$ cat config.mk
export PLATFORM = sky130hd
export DESIGN_NAME = prr_routing
export DESIGN_NICKNAME = d
export VERILOG_FILES = /design/src/prr_pkg.sv /design/src/prr_routing.sv
export SDC_FILE = /design/constraint.sdc
export NUM_CORES = 2
export LEC_CHECK = 0
export ABC_AREA = 1
export BUFFER_PORTS_ARGS = -buffer_cell sky130_fd_sc_hd__buf_2
export CORE_MARGIN = 1
export CORE_UTILIZATION = 30
export CTS_CLUSTER_SIZE = 14
export DETAILED_ROUTE_END_ITERATION = 7
export GPL_ROUTABILITY_DRIVEN = 0
export SLEW_MARGIN = 5
export SYNTH_ARGS = -nofsm -noshare
export SYNTH_HDL_FRONTEND = slang
export SYNTH_SLANG_ARGS = --single-unit
export TNS_END_PERCENT = 5
$ cat constraint.sdc
create_clock -name pclk -period 180.6 [get_ports pclk]
set_clock_uncertainty 0.1 [all_clocks]
set_input_delay 36.12 -clock pclk [delete_from_list [all_inputs] [get_ports pclk]]
set_output_delay 36.12 -clock pclk [all_outputs]
set_load 0.02 [all_outputs]
$ cat src/prr_pkg.sv
// Constants shared by the parameter routing and update rate block.
// Assumes a 10 MHz pclk and an APB master with 32-bit data and byte addresses.
package prr_pkg;

   // Control loop tick periods and the clock they are counted on.
   localparam int CLK_NS     = 100;
   localparam int FAST_US    = 250;
   localparam int SLOW_MS    = 4;
   localparam int FAST_CYC_I = (FAST_US * 1000) / CLK_NS;
   localparam int SLOW_CYC_I = (SLOW_MS * 1000000) / CLK_NS;
   localparam logic [11:0] FAST_CYC = 12'(FAST_CYC_I);
   localparam logic [15:0] SLOW_CYC = 16'(SLOW_CYC_I);

   // Register byte offsets, and the address pages of the pending and active pointers.
   localparam logic [7:0] OFF_CTRL    = 8'h00;
   localparam logic [7:0] OFF_STATUS  = 8'h04;
   localparam logic [7:0] OFF_RATECFG = 8'h08;
   localparam logic [7:0] OFF_CLAMP   = 8'h0C;
   localparam logic [3:0] PEND_PAGE   = 4'h1;
   localparam logic [3:0] ACT_PAGE    = 4'h2;

   // Control and status bit positions.
   localparam int CTRL_RESET    = 0;
   localparam int CTRL_LOAD_LSB = 1;
   localparam int ST_TRIP       = 0;
   localparam int ST_CONFLICT   = 1;
   localparam int ST_SPD_FAST   = 2;
   localparam int ST_HARD_FAST  = 3;
   localparam int ST_TQ_FAST    = 4;
   localparam int ST_BUSY       = 5;

   // Rate configuration bit positions.
   localparam int CFG_OPEN_LOOP  = 0;
   localparam int CFG_RFC        = 1;
   localparam int CFG_VIA_AREF   = 2;
   localparam int CFG_BIPOLAR    = 3;
   localparam int CFG_MINSPD_0   = 4;
   localparam int CFG_SKIP_LSB   = 5;
   localparam int CFG_JOG        = 8;
   localparam int CFG_FF         = 9;
   localparam int CFG_HARD_AIN   = 10;
   localparam int CFG_SPD_AIN    = 11;
   localparam int CFG_TQ_AIN     = 13;
   localparam int CFG_VOLT_LSB   = 15;
   localparam int CFG_OFFZ_LSB   = 18;
   localparam int CFG_W          = 21;

   // Pointer layout: param [5:0], menu [12:8], path [17:16].
   localparam int NROUTE    = 4;
   localparam int PTR_W     = 18;
   localparam int MENU_LSB  = 8;
   localparam int PATH_LSB  = 16;
   localparam logic [4:0] MAX_MENU  = 5'h15;
   localparam logic [5:0] MAX_PARAM = 6'h33;
   localparam logic [4:0] XMENU_LO  = 5'h0F;
   localparam logic [4:0] XMENU_HI  = 5'h11;
   localparam logic [4:0] AREF_MENU = 5'h01;
   localparam logic [5:0] AREF_ONE  = 6'h24;
   localparam logic [5:0] AREF_TWO  = 6'h25;
   localparam logic [1:0] TQ_AIN_A  = 2'h2;
   localparam logic [1:0] TQ_AIN_B  = 2'h3;

   // Reset values.
   localparam logic [CFG_W-1:0] RATECFG_RST = 21'h000000;
   localparam logic [15:0]      CLAMP_RST   = 16'h7FFF;

   typedef enum logic [1:0] {PATH_GEN = 2'h0, PATH_SPEED = 2'h1, PATH_HARD = 2'h2, PATH_TORQUE = 2'h3} prr_path_e;
   typedef enum logic [1:0] {LOAD_NORMAL = 2'h0, LOAD_DEFAULTS = 2'h1, LOAD_CARD = 2'h2} prr_load_e;
   typedef enum logic {ENG_RUN, ENG_OLD} prr_eng_e;

endpackage

$ cat src/prr_routing.sv
// Parameter routing engine with destination conflict trip and update rate selection.
// Assumes an APB master on pclk and a parameter store that answers attribute lookups
// combinationally in the same cycle and accepts one destination write per cycle.
//
// Local design decisions: the register offsets and register access over APB.

// Function
// RQ1: Non-bit output to non-bit destination writes output times maximum over full scale, truncated.
// RQ2: Non-bit values routed to either analog reference use the reference clamp scaling.
// RQ3: Non-bit output to bit destination gives 0 below half maximum, else 1.
// RQ4: Duplicate destinations outside menus 15 to 17 trip; trip clear waits for resolution.
// RQ5: Bit and non-bit parameters connect either way using the matching conversion.
// RQ6: New pointer settings take effect only at a drive reset.
// RQ7: A changed destination pointer zeroes the old destination in normal operation.
// RQ8: When loading defaults, the old destination gets its default value instead.
// RQ9: When loading from a parameter card, the old destination is left untouched.
// RQ10: Speed references update every 4 ms, or every 250 us when all fast conditions hold.
// RQ11: Open-loop frequency references never use the fast update.
// RQ12: Fast speed path needs an analog reference parameter, voltage mode, zero offset input.
// RQ13: Fast speed path needs bipolar mode or zero minimum speed.
// RQ14: Fast speed path needs all three skip bands at zero.
// RQ15: Jog or velocity feed-forward enabled disables the fast speed path.
// RQ16: Hard speed reference updates at 4 ms, or 250 us under the speed limits.
// RQ17: Torque reference updates at 4 ms, fast 250 us only in rotor flux control mode.
// RQ18: Fast torque path accepts only on-board inputs 2 or 3, voltage mode, zero offset.
// RQ19: A pointer to a nonexistent parameter has no effect.
// RQ20: A pointer to a protected parameter has no effect.
// RQ21: A bit output always writes exactly 0 or 1.
// RQ22: Pointer values are limited to 0.00 through 21.51.
// RQ23: Each route is converted once per tick of its own reference path.
module prr_routing #(
   parameter logic [15:0] SLOW_CYC = prr_pkg::SLOW_CYC
)(
   input  wire logic              pclk,
   input  wire logic              presetn,
   input  wire logic              psel,
   input  wire logic              penable,
   input  wire logic              pwrite,
   input  wire logic [7:0]        paddr,
   input  wire logic [31:0]       pwdata,
   output logic      [31:0]       prdata,
   output logic                   pready,
   output logic                   pslverr,
   input  wire logic [3:0][15:0]  fn_value,
   input  wire logic [3:0][15:0]  fn_max,
   input  wire logic [3:0]        fn_is_bit,
   output logic      [12:0]       attr_addr,
   input  wire logic              attr_exists,
   input  wire logic              attr_protected,
   input  wire logic              attr_is_bit,
   input  wire logic [15:0]       attr_max,
   input  wire logic [15:0]       attr_default,
   output logic                   dst_wr_valid,
   output logic      [12:0]       dst_wr_addr,
   output logic      [15:0]       dst_wr_data,
   output logic                   destination_conflict_trip,
   output logic                   speed_fast,
   output logic                   hard_fast,
   output logic                   torque_fast
);

   typedef struct packed {
      logic [3:0][17:0]             pend;
      logic [3:0][17:0]             act;
      logic [prr_pkg::CFG_W-1:0]    cfg;
      logic [15:0]                  clamp;
      prr_pkg::prr_load_e           load;
      logic                         trip;
      logic                         rst_req;
      logic [3:0]                   due;
      prr_pkg::prr_eng_e            st;
      logic [1:0]                   idx;
      logic [11:0]                  fcnt;
      logic [15:0]                  scnt;
      logic                         ftick;
      logic                         stick;
      logic                         wr_valid;
      logic [12:0]                  wr_addr;
      logic [15:0]                  wr_data;
      logic [31:0]                  rdata;
   } prr_state_s;

   prr_state_s s_ff;
   prr_state_s nxt_s;

   logic        conflict;
   logic        common_ok;
   logic [3:0]  rt_tick;
   logic [3:0]  live;
   logic [15:0] conv;
   logic        wr_acc;
   logic        rd_setup;
   logic        addr_hit;
   logic [31:0] rd_mux;

   // A pointer write is clamped into the legal parameter range.
   function automatic logic [17:0] lim_f(input logic [31:0] w);
      logic [4:0] m;
      logic [5:0] p;
      m = w[12:8];
      p = w[5:0];
      if ({m, p} > {prr_pkg::MAX_MENU, prr_pkg::MAX_PARAM})
      begin
         m = prr_pkg::MAX_MENU; // [RQ22]
         p = prr_pkg::MAX_PARAM; // [RQ22]
      end
      return {w[17:16], 3'h0, m, 2'h0, p};
   endfunction

   function automatic logic ain_ok(input logic [1:0] sel, input logic [2:0] volt, input logic [2:0] offz);
      logic ok;
      ok = 1'b0;
      if (sel != 2'h0)
      begin
         ok = volt[sel - 2'h1] & offz[sel - 2'h1];
      end
      return ok;
   endfunction

   // Duplicate destinations are checked only outside the option and network menus.
   function automatic logic conflict_f(input logic [3:0][17:0] p);
      logic c;
      c = 1'b0;
      for (int i = 0; i < prr_pkg::NROUTE; i++)
      begin
         for (int j = i + 1; j < prr_pkg::NROUTE; j++)
         begin
            if (p[i][12:0] != 13'h0000 && p[i][12:0] == p[j][12:0] &&
                !(p[i][12:8] >= prr_pkg::XMENU_LO && p[i][12:8] <= prr_pkg::XMENU_HI))
            begin
               c = 1'b1; // [RQ4]
            end
         end
      end
      return c;
   endfunction

   // Scaling from a function output into its destination.
   function automatic logic [15:0] conv_f(input logic [15:0] fv, input logic [15:0] fm, input logic fb,
                                          input logic db, input logic [15:0] scale);
      logic [31:0] num;
      logic [31:0] q;
      logic [15:0] r;
      num = 32'(fv) * 32'(scale);
      q   = 32'h00000000;
      r   = 16'h0000;
      if (fb)
      begin
         r = {15'h0000, fv != 16'h0000}; // [RQ21] [RQ5]
      end
      else if (db)
      begin
         r = {15'h0000, {fv, 1'b0} >= {1'b0, fm}}; // [RQ3] [RQ5]
      end
      else
      begin
         if (fm != 16'h0000)
         begin
            q = num / {16'h0000, fm}; // [RQ1]
         end
         r = (q[31:16] != 16'h0000) ? 16'hFFFF : q[15:0];
      end
      return r;
   endfunction

   // Fast path qualification shared by the speed and hard speed references.
   assign common_ok = !s_ff.cfg[prr_pkg::CFG_OPEN_LOOP] && // [RQ11]
                      ain_ok(s_ff.cfg[prr_pkg::CFG_SPD_AIN +: 2], s_ff.cfg[prr_pkg::CFG_VOLT_LSB +: 3],
                             s_ff.cfg[prr_pkg::CFG_OFFZ_LSB +: 3]) && // [RQ12] [RQ16]
                      (s_ff.cfg[prr_pkg::CFG_BIPOLAR] || s_ff.cfg[prr_pkg::CFG_MINSPD_0]) && // [RQ13]
                      (s_ff.cfg[prr_pkg::CFG_SKIP_LSB +: 3] == 3'h7) && // [RQ14]
                      !s_ff.cfg[prr_pkg::CFG_JOG] && !s_ff.cfg[prr_pkg::CFG_FF]; // [RQ15]

   assign speed_fast  = common_ok && s_ff.cfg[prr_pkg::CFG_VIA_AREF]; // [RQ10] [RQ12]
   assign hard_fast   = common_ok && s_ff.cfg[prr_pkg::CFG_HARD_AIN]; // [RQ16]
   assign torque_fast = s_ff.cfg[prr_pkg::CFG_RFC] && // [RQ17]
                        (s_ff.cfg[prr_pkg::CFG_TQ_AIN +: 2] == prr_pkg::TQ_AIN_A ||
                         s_ff.cfg[prr_pkg::CFG_TQ_AIN +: 2] == prr_pkg::TQ_AIN_B) &&
                        ain_ok(s_ff.cfg[prr_pkg::CFG_TQ_AIN +: 2], s_ff.cfg[prr_pkg::CFG_VOLT_LSB +: 3],
                               s_ff.cfg[prr_pkg::CFG_OFFZ_LSB +: 3]); // [RQ18]

   assign conflict = conflict_f(s_ff.act);

   for (genvar g = 0; g < prr_pkg::NROUTE; g++)
   begin : g_route
      prr_pkg::prr_path_e path;
      assign path = prr_pkg::prr_path_e'(s_ff.act[g][17:16]);
      // Each route follows the tick of the reference path it feeds.
      assign rt_tick[g] = ((path == prr_pkg::PATH_SPEED  && speed_fast) ||
                           (path == prr_pkg::PATH_HARD   && hard_fast)  ||
                           (path == prr_pkg::PATH_TORQUE && torque_fast)) ? s_ff.ftick : s_ff.stick; // [RQ23]
      assign live[g] = s_ff.act[g][12:0] != 13'h0000;
   end

   assign attr_addr = s_ff.act[s_ff.idx][12:0];
   assign conv = conv_f(fn_value[s_ff.idx], fn_max[s_ff.idx], fn_is_bit[s_ff.idx], attr_is_bit,
                        (s_ff.act[s_ff.idx][12:8] == prr_pkg::AREF_MENU &&
                         (s_ff.act[s_ff.idx][5:0] == prr_pkg::AREF_ONE ||
                          s_ff.act[s_ff.idx][5:0] == prr_pkg::AREF_TWO)) ? s_ff.clamp : attr_max); // [RQ2]

   assign wr_acc   = psel && penable && pwrite;
   assign rd_setup = psel && !penable && !pwrite;
   assign addr_hit = (paddr[1:0] == 2'h0) && (paddr[7:4] <= prr_pkg::ACT_PAGE);
   assign pready   = 1'b1;
   assign pslverr  = psel && penable && !addr_hit;

   always_comb
   begin
      rd_mux = 32'h00000000;
      if (paddr[7:4] == prr_pkg::PEND_PAGE)
      begin
         rd_mux = {14'h0000, s_ff.pend[paddr[3:2]]};
      end
      else if (paddr[7:4] == prr_pkg::ACT_PAGE)
      begin
         rd_mux = {14'h0000, s_ff.act[paddr[3:2]]};
      end
      else if (paddr == prr_pkg::OFF_CTRL)
      begin
         rd_mux = {29'h00000000, s_ff.load, s_ff.rst_req};
      end
      else if (paddr == prr_pkg::OFF_STATUS)
      begin
         rd_mux = {26'h0000000, s_ff.st == prr_pkg::ENG_OLD, torque_fast, hard_fast, speed_fast,
                   conflict, s_ff.trip};
      end
      else if (paddr == prr_pkg::OFF_RATECFG)
      begin
         rd_mux = {11'h000, s_ff.cfg};
      end
      else if (paddr == prr_pkg::OFF_CLAMP)
      begin
         rd_mux = {16'h0000, s_ff.clamp};
      end
   end

   always_comb
   begin
      nxt_s = s_ff;
      nxt_s.wr_valid = 1'b0;
      nxt_s.ftick = 1'b0;
      nxt_s.stick = 1'b0;

      // Tick generators for the two control loop rates.
      if (s_ff.fcnt == prr_pkg::FAST_CYC - 12'h001)
      begin
         nxt_s.fcnt  = 12'h000;
         nxt_s.ftick = 1'b1;
      end
      else
      begin
         nxt_s.fcnt = s_ff.fcnt + 12'h001;
      end
      if (s_ff.scnt == SLOW_CYC - 16'h0001)
      begin
         nxt_s.scnt  = 16'h0000;
         nxt_s.stick = 1'b1;
      end
      else
      begin
         nxt_s.scnt = s_ff.scnt + 16'h0001;
      end

      unique case (s_ff.st)
         prr_pkg::ENG_RUN:
         begin
            if (s_ff.due[s_ff.idx])
            begin
               nxt_s.due[s_ff.idx] = 1'b0;
               if (live[s_ff.idx] && attr_exists && !attr_protected) // [RQ19] [RQ20]
               begin
                  nxt_s.wr_valid = 1'b1; // [RQ23]
                  nxt_s.wr_addr  = attr_addr;
                  nxt_s.wr_data  = conv;
               end
            end
            if (s_ff.rst_req)
            begin
               nxt_s.st  = prr_pkg::ENG_OLD;
               nxt_s.idx = 2'h0;
            end
            else
            begin
               nxt_s.idx = s_ff.idx + 2'h1;
            end
         end
         prr_pkg::ENG_OLD:
         begin
            if (s_ff.pend[s_ff.idx][12:0] != s_ff.act[s_ff.idx][12:0] && live[s_ff.idx] &&
                attr_exists && !attr_protected && s_ff.load != prr_pkg::LOAD_CARD) // [RQ9] [RQ19] [RQ20]
            begin
               nxt_s.wr_valid = 1'b1;
               nxt_s.wr_addr  = attr_addr;
               nxt_s.wr_data  = (s_ff.load == prr_pkg::LOAD_DEFAULTS) ? attr_default : 16'h0000; // [RQ7] [RQ8]
            end
            nxt_s.idx = s_ff.idx + 2'h1;
            if (s_ff.idx == 2'h3)
            begin
               nxt_s.act     = s_ff.pend; // [RQ6]
               nxt_s.st      = prr_pkg::ENG_RUN;
               nxt_s.rst_req = 1'b0;
            end
         end
      endcase

      // Ticks are set after the scan clears them so that none is lost.
      nxt_s.due = nxt_s.due | rt_tick; // [RQ23]

      // The trip may only be cleared once the duplicate route is gone.
      if (wr_acc && paddr == prr_pkg::OFF_STATUS && pwdata[prr_pkg::ST_TRIP] && !conflict)
      begin
         nxt_s.trip = 1'b0; // [RQ4]
      end
      if (conflict)
      begin
         nxt_s.trip = 1'b1; // [RQ4]
      end

      if (wr_acc && addr_hit)
      begin
         if (paddr[7:4] == prr_pkg::PEND_PAGE)
         begin
            nxt_s.pend[paddr[3:2]] = lim_f(pwdata); // [RQ22]
         end
         else if (paddr == prr_pkg::OFF_CTRL)
         begin
            nxt_s.load = prr_pkg::prr_load_e'(pwdata[prr_pkg::CTRL_LOAD_LSB +: 2]);
            if (pwdata[prr_pkg::CTRL_RESET])
            begin
               nxt_s.rst_req = 1'b1; // [RQ6]
            end
         end
         else if (paddr == prr_pkg::OFF_RATECFG)
         begin
            nxt_s.cfg = pwdata[prr_pkg::CFG_W-1:0];
         end
         else if (paddr == prr_pkg::OFF_CLAMP)
         begin
            nxt_s.clamp = pwdata[15:0];
         end
      end

      // Read data is captured in the setup phase so the access can complete without wait states.
      if (rd_setup)
      begin
         nxt_s.rdata = rd_mux;
      end
   end

   always_ff @(posedge pclk or negedge presetn)
   begin
      if (!presetn)
      begin
         s_ff       <= '0;
         s_ff.cfg   <= prr_pkg::RATECFG_RST;
         s_ff.clamp <= prr_pkg::CLAMP_RST;
         s_ff.load  <= prr_pkg::LOAD_NORMAL;
         s_ff.st    <= prr_pkg::ENG_RUN;
      end
      else
      begin
         s_ff <= nxt_s;
      end
   end

   assign prdata                    = s_ff.rdata;
   assign dst_wr_valid              = s_ff.wr_valid;
   assign dst_wr_addr               = s_ff.wr_addr;
   assign dst_wr_data               = s_ff.wr_data;
   assign destination_conflict_trip = s_ff.trip;

endmodule

; ---- Yosys cells after proc, flatten, opt, wreduce, memory -nomap -nowiden
; Index checks and enable logic that the tools add are counted.
; W data, S select, Z words.
[word_totals]
in_bits = 212
word_cells = 273
reg_bits = 284
output_inout_bits = 81
[classes]
reduce_logical = 95
bitwise = 9
magnitude_cmp = 15
n_eq_ne = 38
add_sub_neg = 5
mul = 1
n_div = 1
n_mux = 85
[op_table]
columns = operator, n
row1 = $bmux W18 S2, 4
row2 = $mux W16, 9
row3 = $mux W21, 5
row4 = $mux W32, 3
row5 = $mux W30, 3
row6 = $eq A13 B13 Y1, 6
row7 = $bwmux W72, 1
row8 = $bmux W16 S2, 2
row9 = $pmux W30 S2, 1
row10 = $logic_and A1 B1 Y1, 55
row11 = $mux W18, 3
row12 = $reduce_bool A13 Y1, 4
row13 = $reduce_bool A16 Y1, 3
row14 = $demux W18 S2, 1
row15 = $div A32 B16 Y32, 1
row16 = $mul A16 B16 Y32, 1
row17 = $mux W1, 32
row18 = $mux W13, 2
row19 = $eq A2 B2 Y1 const B, 11
row20 = $mux W6, 3
row21 = $ge A17 B16 Y1, 1
row22 = $add A16 B1 Y16 const B, 1
row23 = $eq A16 B16 Y1 const B, 1
row24 = $eq A8 B4 Y1 const B, 2
row25 = other kinds (41), 94

; ---- Longest topological paths before layout
[depth]
depth_word = 18
depth_mapped = 677
depth_no_buf = 628

; ---- Worst setup path before layout
; OpenSTA, ideal clock, no wires.
[synth_path]
kind = input-to-reg
startpoint = in fn_value[20] (netlist name)
endpoint = reg s_ff (netlist bit dst_wr_data[0])
slack_ns = 54.215
t_required_ns = 180.376
n_path_buf = 47
path_stages = 636
setup_time_ns = 0.124
arrival_time_ns = 126.161
path_cell_list = or2_2 a32oi_1 clkinv_1 nand2_1 fa_1 inv_1 fa_1 fa_1 fa_1 fa_1 inv_1 fa_1 inv_1 ha_1 nand2_2 inv_1 nand2_1 nand2_1 [... 600 more ...] o21ai_0 a21oi_1 o21bai_1 a21o_1 a21oi_1 o221ai_1 nand4_1 nand2_1 nor2_1 nand2_1 nor2_1 nand2_1 nor2_1 nand2_1 nand2_1 nand2_1 nand2_1 nand3_1
[synth_via]
elab_chain_len = 14
word_cells_on_any_way = 16
classes_between = 1 x mul / 1 x div / 1 x order compare / 11 x mux / 2 x reduce/logical
[synth_lines]
columns = element, line
row1 = "start, declared", prr_routing.sv:44  ; input wire logic [3:0][15:0] fn_value,
row2 = $bmux W16 S2 (*), prr_routing.sv:196  ; assign conv = conv_f(fn_value[s_ff.idx], fn_max[s_ff.idx], fn_is_bit[s_ff.idx], attr_is_bit,
row3 = $mux W16 (not written as such) (*), prr_routing.sv:196
row4 = $mul A16 B16 Y32, prr_routing.sv:144  ; num = 32'(fv) * 32'(scale);
row5 = $div A32 B16 Y32, prr_routing.sv:159  ; q = num / {16'h0000, fm};
row6 = $mux W32, prr_routing.sv:157  ; if (fm != 16'h0000)
row7 = $mux W32, prr_routing.sv:151  ; else if (db)
row8 = $mux W32, prr_routing.sv:147  ; if (fb)
row9 = $reduce_bool A16 Y1, prr_routing.sv:161  ; r = (q[31:16] != 16'h0000) ? 16'hFFFF : q[15:0];
row10 = $mux W16, prr_routing.sv:161
row11 = $mux W16, prr_routing.sv:151
row12 = $mux W16 (*), prr_routing.sv:147
row13 = $mux W30 (*), prr_routing.sv:270  ; if (live[s_ff.idx] && attr_exists && !attr_protected)
row14 = $mux W30 (*), prr_routing.sv:267  ; if (s_ff.due[s_ff.idx])
row15 = $pmux W30 S2 (*), prr_routing.sv:264  ; unique case (s_ff.st)
row16 = "end signal, assigned", prr_routing.sv:362  ; s_ff <= nxt_s;
row17 = "end, declared", prr_routing.sv:83  ; prr_state_s s_ff;
; Every way passes the cells marked *; elsewhere a longest branch is shown, timed or not. The select of a mux whose other input is x is not followed.
; A chain may end at the register's enable or synchronous reset.

; ---- Worst setup path in the final report
[layout_path]
startpoint = in attr_max[7]
endpoint = reg s_ff (netlist bit dst_wr_data[0])
[layout_via]
elab_chain_len = 13
[layout_lines]
columns = element, line
row1 = "start, declared", prr_routing.sv:51  ; input wire logic [15:0] attr_max,
row2 = $mux W16 (*), prr_routing.sv:199  ; s_ff.act[s_ff.idx][5:0] == prr_pkg::AREF_TWO)) ? s_ff.clamp : attr_max);
row3 = $mul A16 B16 Y32 (*), prr_routing.sv:144
row4 = $div A32 B16 Y32 (*), prr_routing.sv:159
row5 = $mux W32 (*), prr_routing.sv:157
row6 = $mux W32 (*), prr_routing.sv:151
row7 = $mux W32 (*), prr_routing.sv:147
row8 = $reduce_bool A16 Y1, prr_routing.sv:161
row9 = $mux W16 (*), prr_routing.sv:161
row10 = $mux W16 (*), prr_routing.sv:151
row11 = $mux W16 (*), prr_routing.sv:147
row12 = $mux W30 (*), prr_routing.sv:270
row13 = $mux W30 (*), prr_routing.sv:267
row14 = $pmux W30 S2 (*), prr_routing.sv:264
; Marks and branches as above.

==> results by group <==
Critical path
  – CP Data Required Time: between 150 and 200 ns
  – Arrival time worst endpoint: 139.93 ns
  – Worst Path Max Fanout: 31
  – Crit path max-delay cell type: a31oi_1
  – CP endpoint kind: flip-flop
  – Max stage delay on crit path: 0.67 ns
  – Critical path class: input pin to flip-flop
  – Startpoint Class: input pin
  – R2r worst-path depth: 599
  – Cell mode on critical path: inv_1

Clock tree
  – Clk slew on worst S/H paths: 0.08 ns
  – CTS Sinks: 231
  – TritonCTS clock tree: done
  – Number of H-tree levels: 1
  – Setup Buffers After CTS: 0
  – Number of hold buffers added after CTS: 0
  – CTS Buffer Depth: 3
  – Clk root buf: clkbuf_16
  – Post-CTS sizing: 0
  – Worst-Skew Late Latency: 0.63 ns
  – Total CTS buffers: 26

Cells and area
  – FILL cells: ~17000
  – Post-Layout Cell Count: ~9200
  – Most frequent cells in the layout: nand2_1 (1666), inv_1 (1015), o21ai_0 (549)
  – Final net count: 8030
  – Commonest non-fill, non-tap cell in the layout: nand2_1
  – Share of cells above drive strength 1: between 10% and 20%
  – Area Growth Syn to Fin: 7.07%

GRT
  – Number of global-route vias before repair: 44474
  – GRT Util Overall: between 10% and 20%
  – Initial antenna violation count: 7
  – Largest net degree at the start of global routing: 98
  – GRT overflow: 0
  – Global-route wire length before repair: 232 mm

Place
  – HPWL after detailed placement: approximately 110 mm
  – Placed Cells: 9132
  – Worst slack at placement: around 41 ns
  – PortBufs: between 200 and 300

Routing
  – Wirelength, routed: 144 mm
  – Initial DRC count: roughly 3000
  – DRT Pass-1 Iters: 6
  – Vias per inst: between 4 and 5
  – Wire per inst: 15.6 µm
  – Via count: 45720
  – Antenna Nets Post-Route: 0
  – DRC violations left: 0

Synth
  – Post-synth EDFFs: 0
  – Yosys cell types: 97
  – Synthesized flop and latch total: 231
  – Mapped cell area: 47400 µm²
  – Mean Syn Cell Area: 6.76 µm²
  – Async S/R FF share, synth: 100%
  – Post-Syn Instances: approximately 7000
  – Top FF cell, synth: dfrtp_1
  – Register area share after synthesis: 12.2%
  – YS warnings: 0

Run status
  – Outcome: completed

Timing
  – Setup ws final: 41.08 ns
  – Worst Max-Slew Pin Slew: around 1.2 ns
  – Final hold violation count: 0
  – RSZ-0062 raised after global routing: no
  – Final min period: 139.52 ns
  – Slew HR: 16.7%
  – Fin. max-slew vios: 0
  – Setup TNS Final: 0 ns
  – Setup violators final: 0
  – Peak Freq: 0.00717 GHz
  – Final period utilization: 77.3%

Floorplanning
  – I/O Pins: 293
  – Initial Util: between 30% and 40%
  – Placement Rows: 145
  – Die width: 399 µm
  – Die H: 399 µm
  – Die Area: 159000 µm²
  – Core area: 157000 µm²

Min path
  – Min-delay worst type: flip-flop to flip-flop
  – Hold depth: 1

Flow run
  – Max Cap Violations: 0
-- area by class of cell --
class	count	area [µm²]	share of cell area [%]
Multi-Input combinational cell	5422	35500	70.0
Sequential cell	231	5800	11.4
Inverter	1095	4160	8.19
Tap cell	2058	2570	5.08
Timing Repair Buffer	326	1790	3.54
Clock buffer	34	721	1.42
Clock inverter	14	165	0.326
Antenna cell	3	7.51	0.0148
-- state kept, by name, summed over array words and instances (netlist names) --
register	flops
destination_conflict_trip	1
s_ff	173
prdata	21
dst_wr_valid	1
dst_wr_addr	11
g_route.path	8
dst_wr_data	16
-- cell usage after synthesis, drive strengths merged, types with 4 or more instances --
master	n	area, µm²
nand2	1828	7480
inv	1059	3990
o21ai	627	3240
nor2	528	2330
ha	522	6530
a21oi	352	1810
nand3	348	2330
xor2	228	2000
dfrtp	216	5410
fa	194	3880
xnor2	149	1310
clkbuf	141	777
buf	128	1160
nand4	127	822
or2	80	500
nor3	61	320
a21o	54	412
o21bai	40	308
clkinv	35	150
nor4	29	181
nand3b	28	210
o31ai	25	188
o22ai	24	150
a32oi	22	193
o2111ai	16	140
dfstp	15	394
o22a	14	193
a221oi	13	114
o211ai	13	97.6
a31oi	12	75.1
a211oi	10	75.1
a2111oi	9	78.8
o21a	9	67.6
a21boi	7	60.1
and2	5	35.0
o221ai	5	43.8
o2bb2ai	4	35.0
-- final timing paths --
| kind | from | endpoint | slack, ns |
|---|---|---|---|
| setup / recovery | attr_max[7] | dst_wr_data[0]$_DFFE_PN0P_ | 41.08 |
| hold / removal | s_ff[80]$_DFF_PN0_ | s_ff[80]$_DFF_PN0_ | 0.36 |
| setup reg to reg | s_ff[92]$_DFF_PN0_ | dst_wr_data[0]$_DFFE_PN0P_ | 73.08 |
| hold reg to reg | s_ff[80]$_DFF_PN0_ | s_ff[80]$_DFF_PN0_ | 0.36 |
| max in group asynchronous | presetn | dst_wr_addr[8]$_DFFE_PN0P_ | 142.69 |
| min in group asynchronous | presetn | s_ff[216]$_DFFE_PN0P_ | 35.41 |
-- critical path, delay by kind of cell --
kind	cells	cell delay [ns]
xor+xnor	1	0.19
buf+inv	112	14.02
fa+ha+maj	39	13.94
simple gates	198	26.36
compound gates	241	48.87
-- cell families after synthesis --
logic type | Yosys count | synth area share, %
multiplexers | 2 | 0.0449
other | 2 | 0.0159
buffers and inverters | 1368 | 13.0
adder cells (fa/ha/maj) | 716 | 22.0
flip-flops | 231 | 12.2
AND/OR/NAND/NOR | 3041 | 30.1
AO/OA/AOI/OAI | 1270 | 15.7
XOR/XNOR | 377 | 6.97
-- stage by stage --
step / utilization, % / hold slack [ns] / instance area [µm²]
5_1_grt: 32.4 / 0.391 / 50700
6_report: 32.4 / 0.359 / 50700
4_1_cts: 32.4 / 0.366 / 50700
2_1_floorplan: - / 0.333 / 47400
3_3_place_gp: 31.8 / 0.350 / 49800
3_5_place_dp: 31.8 / 0.354 / 49800
-- layer usage --
layer	vias up	track usage (%)	share of wire (%)
met5	-	0	0.0056
met4	2	6.64	3.8
met3	274	2.21	5.8
met2	1213	31.6	48
met1	21360	21.9	43
li1	22871	-	-
Power is not shown: default switching activity piles up to over one toggle a cycle in this logic, so the estimate is an artifact.
